`config.mk`:
```
export PLATFORM = sky130hd
export DESIGN_NAME = pci_inbound_queue_dma_target
export DESIGN_NICKNAME = d
export VERILOG_FILES = /design/src/rtl/inbound_fifo.v /design/src/rtl/pci_inbound_queue_dma_target.v
export VERILOG_INCLUDE_DIRS = /design/src /design/src/rtl
export SDC_FILE = /design/constraint.sdc
export NUM_CORES = 1
export LEC_CHECK = 0
export ABC_AREA = 1
export BUFFER_PORTS_ARGS = -buffer_cell sky130_fd_sc_hd__clkbuf_2
export CORE_AREA = 8 8 178 113
export DETAILED_ROUTE_END_ITERATION = 10
export DIE_AREA = 0 0 186 121
export PLACE_DENSITY = 0.82
export SLEW_MARGIN = 20
export SYNTH_ARGS = -nofsm -noshare
export SYNTH_HDL_FRONTEND = slang
export SYNTH_SLANG_ARGS = --single-unit
```
`constraint.sdc`:
```
create_clock -name ref_clk_i -period 4.9 [get_ports ref_clk_i]
set_input_delay 0.98 -clock ref_clk_i [delete_from_list [all_inputs] [get_ports ref_clk_i]]
set_output_delay 0.98 -clock ref_clk_i [all_outputs]
set_load 0.02 [all_outputs]
```
`src/rtl/inbound_queue_regs.vh`:
```
/*
 * constants for the inbound queue / dma target block.
 * assumes inclusion by bare name from rtl/ modules.
 */
// Contract
// - inbound queue holds at most three standard transfers, then is full.
// - dma moves data as 8-word read or write bursts to one target.
// - no inbound entry leaves the queue while a dma burst is pending; here only the start is held off, an entry already running still pops.
// - a new inbound transfer arriving at a full queue is retried.
// - between dma bursts at least one inbound entry is removed.
// - inbound memory reads are served by prefetching past requested words.
// - prefetch running into a reserved region gets an ahb error.
// - the read whose prefetch erred still completes normally on pci.
`ifndef INBOUND_QUEUE_REGS_VH
`define INBOUND_QUEUE_REGS_VH
// ----------------------------------------------------------------
// sizes
// ----------------------------------------------------------------
`define IQ_DEPTH        3
`define IQ_CNT_W        2
`define DMA_BURST_WORDS 8
`define DMA_CNT_W       4
`define PF_EXTRA_WORDS  4
`define PF_CNT_W        4
// ----------------------------------------------------------------
// entry layout: {cmd_write, doorbell, len[3:0], addr[31:0]}
// ----------------------------------------------------------------
`define ENT_W           38
`define ENT_ADDR_LSB    0
`define ENT_LEN_LSB     32
`define ENT_DB_BIT      36
`define ENT_WR_BIT      37
`endif

```
`src/rtl/inbound_fifo.v`:
```
/*
 * small inbound transaction queue, register array with counters.
 * assumes one clock, synchronous active-low reset, and a caller that
 * never pushes while full or pops while empty.
 */
`timescale 1ns/100ps
`default_nettype none
`include "inbound_queue_regs.vh"
module inbound_fifo #(
    parameter WIDTH = `ENT_W,
    parameter DEPTH = `IQ_DEPTH,
    parameter CW    = `IQ_CNT_W
) (
    input  wire             ref_clk_i,
    input  wire             reset_n_i,
    input  wire             push_i,
    input  wire [WIDTH-1:0] push_data_i,
    input  wire             pop_i,
    output wire [WIDTH-1:0] head_o,
    output wire             full_o,
    output wire             empty_o
);
    reg [WIDTH-1:0] mem_r [0:DEPTH-1];
    reg [CW-1:0]    wptr_r;
    reg [CW-1:0]    rptr_r;
    reg [CW:0]      cnt_r;
    // ----------------------------------------------------------------
    // storage and pointers
    // ----------------------------------------------------------------
    always @(posedge ref_clk_i) begin
        if (!reset_n_i) begin
            wptr_r <= {CW{1'b0}};
            rptr_r <= {CW{1'b0}};
            cnt_r  <= {(CW+1){1'b0}};
        end else begin
            if (push_i) begin
                mem_r[wptr_r] <= push_data_i;
                wptr_r <= (wptr_r == DEPTH-1) ? {CW{1'b0}} : wptr_r + 1'b1;
            end
            if (pop_i)
                rptr_r <= (rptr_r == DEPTH-1) ? {CW{1'b0}} : rptr_r + 1'b1;
            if (push_i && !pop_i)
                cnt_r <= cnt_r + 1'b1;
            else if (pop_i && !push_i)
                cnt_r <= cnt_r - 1'b1;
        end
    end
    assign head_o  = mem_r[rptr_r];
    assign full_o  = (cnt_r == DEPTH);
    assign empty_o = (cnt_r == {(CW+1){1'b0}});
endmodule // inbound_fifo
`default_nettype wire

```
`src/rtl/pci_inbound_queue_dma_target.v`:
```
/*
 * pci target queue and dma master sequencing for the pci controller.
 * assumes a pci front end that presents decoded transfers as a one-cycle
 * request, an ahb master port with single-cycle handshake, and a dma
 * front end that reports burst words as they move on pci.
 */
`timescale 1ns/100ps
`default_nettype none
`include "inbound_queue_regs.vh"
module pci_inbound_queue_dma_target #(
    parameter BURST = `DMA_BURST_WORDS,
    parameter PF_N  = `PF_EXTRA_WORDS
) (
    input  wire        ref_clk_i,
    input  wire        reset_n_i,
    // inbound transfer from an external pci master
    input  wire        in_req_i,
    input  wire        in_write_i,
    input  wire        in_doorbell_i,
    input  wire [3:0]  in_len_i,
    input  wire [31:0] in_addr_i,
    output reg         in_accept_o,
    output reg         in_retry_o,
    // dma burst control
    input  wire        dma_start_i,
    input  wire        dma_write_i,
    input  wire [31:0] dma_addr_i,
    input  wire        dma_word_i,
    output reg         dma_busy_o,
    output reg         dma_write_o,
    output reg  [31:0] dma_addr_o,
    output reg         dma_done_o,
    // ahb master side for inbound execution
    output reg         ahb_req_o,
    output reg         ahb_write_o,
    output reg  [31:0] ahb_addr_o,
    input  wire        ahb_ack_i,
    input  wire        ahb_err_i,
    // completion back to pci
    output reg         rd_done_o,
    output reg  [3:0]  rd_words_o,
    output reg         pf_err_o,
    output reg         doorbell_irq_o
);
    // execution states, one-hot: idle waits for work, req runs the
    // demanded words, pf reads ahead, done pops and reports
    localparam [3:0] S_IDLE = 4'h1;
    localparam [3:0] S_REQ  = 4'h2;
    localparam [3:0] S_PF   = 4'h4;
    localparam [3:0] S_DONE = 4'h8;

    // ----------------------------------------------------------------
    // internal state
    // ----------------------------------------------------------------
    wire [`ENT_W-1:0] head;
    wire              q_full;
    wire              q_empty;
    wire              push;
    wire              pop;
    reg  [3:0]        st_r;
    reg  [`DMA_CNT_W-1:0] dma_cnt_r;
    reg               gap_r;       // a burst ended, one pop owed
    reg  [3:0]        word_r;
    reg  [`PF_CNT_W-1:0] pf_r;
    reg  [3:0]        len_r;
    reg               pf_seen_r;

    // ----------------------------------------------------------------
    // accept or retry inbound transfers
    // ----------------------------------------------------------------
    // a pop in the same cycle does not free a slot early; keeps the
    // full decision purely registered
    assign push = in_req_i && !q_full;
    always @(posedge ref_clk_i) begin
        if (!reset_n_i) begin
            in_accept_o <= 1'b0;
            in_retry_o  <= 1'b0;
        end else begin
            in_accept_o <= push;
            in_retry_o  <= in_req_i && q_full;
        end
    end

    inbound_fifo u_fifo (
        .ref_clk_i   (ref_clk_i),
        .reset_n_i   (reset_n_i),
        .push_i      (push),
        .push_data_i ({in_write_i, in_doorbell_i, in_len_i, in_addr_i}),
        .pop_i       (pop),
        .head_o      (head),
        .full_o      (q_full),
        .empty_o     (q_empty)
    );

    // ----------------------------------------------------------------
    // dma burst sequencing
    // ----------------------------------------------------------------
    // a new burst may not start while an owed pop is outstanding and
    // the queue holds work; this breaks the ordering deadlock
    wire dma_go = dma_start_i && !dma_busy_o && !(gap_r && !q_empty);
    always @(posedge ref_clk_i) begin
        if (!reset_n_i) begin
            dma_busy_o  <= 1'b0;
            dma_write_o <= 1'b0;
            dma_addr_o  <= 32'h0000_0000;
            dma_cnt_r   <= {`DMA_CNT_W{1'b0}};
            dma_done_o  <= 1'b0;
            gap_r       <= 1'b0;
        end else begin
            dma_done_o <= 1'b0;
            // the owed pop is cleared first so that a burst ending in the
            // same cycle as a pop still leaves a pop owed
            if (pop || (q_empty && !dma_busy_o))
                gap_r <= 1'b0;
            if (dma_go) begin
                dma_busy_o  <= 1'b1;
                dma_write_o <= dma_write_i;
                dma_addr_o  <= dma_addr_i; // single target per burst
                dma_cnt_r   <= {`DMA_CNT_W{1'b0}};
            end else if (dma_busy_o && dma_word_i) begin
                if (dma_cnt_r == BURST-1) begin
                    dma_busy_o <= 1'b0;
                    dma_done_o <= 1'b1;
                    gap_r      <= 1'b1;
                end
                dma_cnt_r <= dma_cnt_r + 1'b1;
            end
        end
    end

    // ----------------------------------------------------------------
    // inbound execution engine
    // ----------------------------------------------------------------
    // entries start executing only when no burst is pending on pci; one already running still pops during a burst
    wire can_issue = !q_empty && !dma_busy_o;
    // a slot is freed only once its entry has fully executed
    assign pop = (st_r == S_DONE);
    always @(posedge ref_clk_i) begin
        if (!reset_n_i) begin
            st_r           <= S_IDLE;
            ahb_req_o      <= 1'b0;
            ahb_write_o    <= 1'b0;
            ahb_addr_o     <= 32'h0000_0000;
            word_r         <= 4'h0;
            pf_r           <= {`PF_CNT_W{1'b0}};
            len_r          <= 4'h0;
            pf_seen_r      <= 1'b0;
            rd_done_o      <= 1'b0;
            rd_words_o     <= 4'h0;
            pf_err_o       <= 1'b0;
            doorbell_irq_o <= 1'b0;
        end else begin
            rd_done_o      <= 1'b0;
            doorbell_irq_o <= 1'b0;
            case (st_r)
            S_IDLE: begin
                // hold off only for a burst starting on this very edge; a
                // start request that is refused must not block the owed pop
                if (can_issue && !dma_go) begin
                    ahb_req_o   <= 1'b1;
                    ahb_write_o <= head[`ENT_WR_BIT];
                    ahb_addr_o  <= head[`ENT_ADDR_LSB +: 32];
                    len_r       <= head[`ENT_LEN_LSB +: 4];
                    word_r      <= 4'h0;
                    pf_r        <= {`PF_CNT_W{1'b0}};
                    pf_seen_r   <= 1'b0;
                    st_r        <= S_REQ;
                end
            end
            S_REQ: begin
                // demanded words: an error here is ignored, the master
                // still gets its data
                if (ahb_ack_i || ahb_err_i) begin
                    ahb_addr_o <= ahb_addr_o + 32'h0000_0004;
                    word_r     <= word_r + 4'h1;
                    if (word_r == len_r) begin
                        if (ahb_write_o) begin
                            ahb_req_o <= 1'b0;
                            st_r      <= S_DONE;
                        end else begin
                            st_r <= S_PF; // read ahead
                        end
                    end
                end
            end
            S_PF: begin
                // read-ahead stops at the first error; nothing past the hole
                if (ahb_err_i) begin
                    pf_seen_r <= 1'b1; // reserved hole
                    ahb_req_o <= 1'b0;
                    st_r      <= S_DONE;
                end else if (ahb_ack_i) begin
                    ahb_addr_o <= ahb_addr_o + 32'h0000_0004;
                    pf_r       <= pf_r + 1'b1;
                    if (pf_r == PF_N-1) begin
                        ahb_req_o <= 1'b0;
                        st_r      <= S_DONE;
                    end
                end
            end
            S_DONE: begin
                // a prefetch error reaches pci only as pf_err_o; the demanded words
                // complete normally
                rd_done_o      <= !ahb_write_o;
                rd_words_o     <= len_r + 4'h1;
                pf_err_o       <= pf_seen_r;
                // clearing here keeps a stale error from touching the next
                // transfer
                pf_seen_r      <= 1'b0;
                doorbell_irq_o <= head[`ENT_DB_BIT] && head[`ENT_WR_BIT];
                st_r           <= S_IDLE;
            end
            default: begin
                // an illegal state falls back to idle with the bus released
                st_r      <= S_IDLE;
                ahb_req_o <= 1'b0;
            end
            endcase
        end
    end
endmodule // pci_inbound_queue_dma_target
`default_nettype wire

```
==> results.txt <==
Counting the fill cells in the layout gives 1,430. For this design the static power due to leakage is 4.518 nW. For the via count of the first global-routing pass, the log shows 7,236. Setup repair after global routing left no endpoint under its margin. The simple logic cell fraction of the synthesized area is 22.58%, and the number of buffers added for setup after CTS is 0.

The tools report the kind of capture point of the worst setup path as a flip-flop. Placed wire-length estimate after detailed placement: 17,030 µm. Top cell type by total area after synthesis: sky130_fd_sc_hd__edfxtp_1. The worst-case IR drop observed on VDD is 296.7 µV. The tools report the top-level port count as 156. The count of buffers added on input and output ports is 155. Of the available clock period, the critical path in the final layout requires 55.33%. Entering global routing, the biggest net connects 72 pins.

The synthesized netlist devotes 11.12% of its cell area to compound gates. Critical path arrival: 3.10 ns. Sorting the synthesized cells by area gives the leading types as sky130_fd_sc_hd__edfxtp_1 36%, sky130_fd_sc_hd__dfxtp_1 23%, sky130_fd_sc_hd__nand2_1 9.0%. 0 antenna diodes ended up in the layout. After detailed placement, the design holds a cell count of 1,427.

The clock net in this run drives a total of 223 sinks. For this run, the post-layout net count is 1,297. In this run the worst path has a maximum fanout of 47. After Yosys synthesis, full adders, half adders and majority gates account for 0.9965% of the synthesized area.

The clock passes through at most 3 buffers. The total design power came out at 4.584 mW. In this run the biggest area consumer among cell types represents 35.87% of the synthesized area. For the initial antenna violation count, the log shows 0. The H-tree level count came out at 1. Summing the areas of all xor and xnor instances in the mapped netlist gives 1.193% of the synthesized area. For the pin with the worst max-slew slack, the measured transition is 1.020 ns.

The mean area per synthesized cell was 8.927 µm². In the post-synthesis netlist, the cell with the most instances is sky130_fd_sc_hd__nand2_1. Setup violations remaining at the end of the flow were counted as 0. Post-route clock skew: 0.01258 ns.

The relative slew slack was 31.92%. TritonCTS built the clock tree. Synthesis produced a netlist with a net count of 1,154. In this run the standard cell core region covers 17,500 µm². In this run, synthesis inferred 114 flip-flops with an integrated enable.

Cells with a size suffix above 1 make up 18.19% of the layout. The run finished with clean final reports. Measured against the total synthesized area, the mux share comes to 0%. In this run, CTS created clock tree buffers numbering 21. After clock tree synthesis, the repair step resized 0 gates. The synthesis-to-finish area growth was 17.54%. The detailed router finished its first iteration with 864 violations.

The power per standard cell area came out at 408.6 nW/µm². The min-delay analysis places its worst path in the category reg2reg. The shortest clock period the worst path allows after layout was 2.711 ns; the total global routing track utilization was 20.95%. For the final number of hold-violating endpoints, the log shows 0. The number of flip-flops and latches in the synthesized netlist was 223; the placed standard-cell area was 10,470 µm². The die covers 22,510 µm². After clock tree synthesis, the clock-pin slew on the worst setup and hold paths is 0.06 ns.

The die span in y was 121 µm. The root buffer cell chosen for the clock tree is sky130_fd_sc_hd__clkbuf_16. The floorplan has 38 rows. The tools report the fmax as 368.8 MHz. For this run, the number of Yosys warnings is 0. Of all flip-flops after synthesis, the portion carrying an async set or reset was 0%. Using the TritonRoute via totals, the vias-per-cell ratio works out to 5.432. The number of max-slew violations in the final report is 0. The run gives 5.29 ns as the required arrival time at the worst endpoint. The routability-driven placement congestion ratio is 0.8936, and the number of nets still failing antenna checks after routing is 0.

The initial utilization of the core area, before any placement, comes to 54.54%. The number of buffers added to fix hold violations after cts was 0; the number of search-and-repair iterations in the first detailed-routing pass was 6. The worst setup path is of the reg2reg kind. Max-cap violations in this run came to 0. In the routed design, unresolved DRC markers number 0. The number of standard cells in the layout, taps in and fillers out was 1,466; the final sum of negative setup slack was 0 ns. After technology mapping, the gate count stands at 1,069. Yosys mapped the design onto 45 distinct sky130hd cell types. The final instance area was 11,220 µm²; the wire length of the first global-routing pass was 37,760 µm. The clock reaches the later pin of the worst-skew pair after 0.50 ns. After synthesis, the most frequently instantiated cells are 230 x sky130_fd_sc_hd__nand2_1, 168 x sky130_fd_sc_hd__nor2_1, 114 x sky130_fd_sc_hd__edfxtp_1, 109 x sky130_fd_sc_hd__dfxtp_1, 87 x sky130_fd_sc_hd__o21ai_0.

The tools report the total grt overflow as 0. The kind of start point of the critical path was a flip-flop. The per-cell routed wire length works out to 16.81 µm.

Main combinational cell family by area after synthesis: simple AND/OR/NAND/NOR gates. Once layout is complete, the utilization of the core stands at 64.11%. The die is 186 µm wide. The total number of vias was 7,963. For this run, the leading register cell type out of synthesis is sky130_fd_sc_hd__edfxtp_1.

After synthesis the cells add up to 9543 µm². The fraction of the yosys area taken by sequential cells was 58.74%. After detailed routing, the total wire length is 24,650 µm.
cells by family (layout without fill, tap and decap cells):
logic type | after synthesis | after routing
xor+xnor | 13 | 13
compound gates | 197 | 197
simple gates | 509 | 509
flops | 223 | 223
buf+inv | 120 | 277
fa+ha+maj | 7 | 7
per-stage QoR:
stage               setup WS (ns)  hold slack (ns)
CTS                         2.255           0.4596
global route                2.084           0.4943
floorplan                  0.2647           0.4191
global placement            1.946           0.4545
finish                      2.189           0.4574
detailed placement          1.928           0.4460
worst max-delay path, cell delays in order, from the launching register on:
cell and delay (ns):
sky130_fd_sc_hd__dfxtp_1 0.99, sky130_fd_sc_hd__clkinv_1 0.35, sky130_fd_sc_hd__buf_4 0.38, sky130_fd_sc_hd__o21ai_0 0.59, sky130_fd_sc_hd__nand2_1 0.11, sky130_fd_sc_hd__nor2_1 0.11, sky130_fd_sc_hd__nor2_1 0.05
area by class of cell:
class	instances	area [µm²]	area share, %
Sequential cell	223	5605	49.97
Multi-Input combinational cell	726	3445	30.71
Timing Repair Buffer	165	883.3	7.875
Clock buffer	30	589.3	5.254
Tap cell	240	300.3	2.677
Inverter	75	281.5	2.510
Clock inverter	7	112.6	1.004
final timing paths:
| path | start | end | slack, ns | depth (start not counted) |
|---|---|---|---|---|
| max | flip-flop | ahb_addr_o[14] | 2.19 | 6 |
| min | ahb_addr_o[1] | ahb_addr_o[1] | 0.46 | 2 |
| max reg2reg | flip-flop | ahb_addr_o[14] | 2.19 | 6 |
| min reg2reg | ahb_addr_o[1] | ahb_addr_o[1] | 0.46 | 2 |
placed cells by master, fill, tap and decap left out, types with 4 or more instances in the layout:
| master | netlist | final |
|---|---|---|
| sky130_fd_sc_hd__nand3b_1 | 6 | 6 |
| sky130_fd_sc_hd__a21oi_1 | 65 | 65 |
| sky130_fd_sc_hd__buf_4 | 2 | 8 |
| sky130_fd_sc_hd__o21ai_1 | 13 | 13 |
| sky130_fd_sc_hd__ha_1 | 6 | 6 |
| sky130_fd_sc_hd__dfxtp_1 | 109 | 109 |
| sky130_fd_sc_hd__nor2_2 | 7 | 7 |
| sky130_fd_sc_hd__clkbuf_2 | 0 | 155 |
| sky130_fd_sc_hd__o22ai_1 | 4 | 4 |
| sky130_fd_sc_hd__clkbuf_1 | 23 | 6 |
| sky130_fd_sc_hd__xor2_1 | 8 | 8 |
| sky130_fd_sc_hd__o21ai_0 | 87 | 87 |
| sky130_fd_sc_hd__o211ai_1 | 7 | 7 |
| sky130_fd_sc_hd__nor2_1 | 168 | 166 |
| sky130_fd_sc_hd__edfxtp_1 | 114 | 114 |
| sky130_fd_sc_hd__xnor2_1 | 5 | 5 |
| sky130_fd_sc_hd__nand2_1 | 230 | 230 |
| sky130_fd_sc_hd__clkbuf_16 | 0 | 21 |
| sky130_fd_sc_hd__a31oi_1 | 9 | 9 |
| sky130_fd_sc_hd__inv_1 | 72 | 72 |
| sky130_fd_sc_hd__nor3_1 | 8 | 7 |
| sky130_fd_sc_hd__nand3_1 | 70 | 70 |
state kept, by name, indices dropped and copies added, names as in the netlist, 4 cells and up, named ones only:
| name | cells |
|---|---|
| rd_words_o | 4 |
| ahb_addr_o | 32 |
| dma_addr_o | 32 |
| u_fifo.mem_r | 114 |
| st_r | 4 |
| len_r | 4 |
| pf_r | 4 |
| dma_cnt_r | 4 |
| word_r | 4 |
where the power goes:
part	leakage [nW]	switching, mW	internal [mW]
registers	1.93	0.129	2.10
logic	2.24	0.464	0.229
clock network	0.344	0.671	0.995
layer usage:
layer | global-route usage (%) | routed length, µm | vias up
li1 | - | - | 3864
met1 | 31.52 | 11070 | 3666
met2 | 30.01 | 10160 | 394
met3 | 4.725 | 2965 | 39
met4 | 5.089 | 454 | 0
met5 | 0 | 0 | -
No activity file was read; power rests on OpenSTA's default activity.
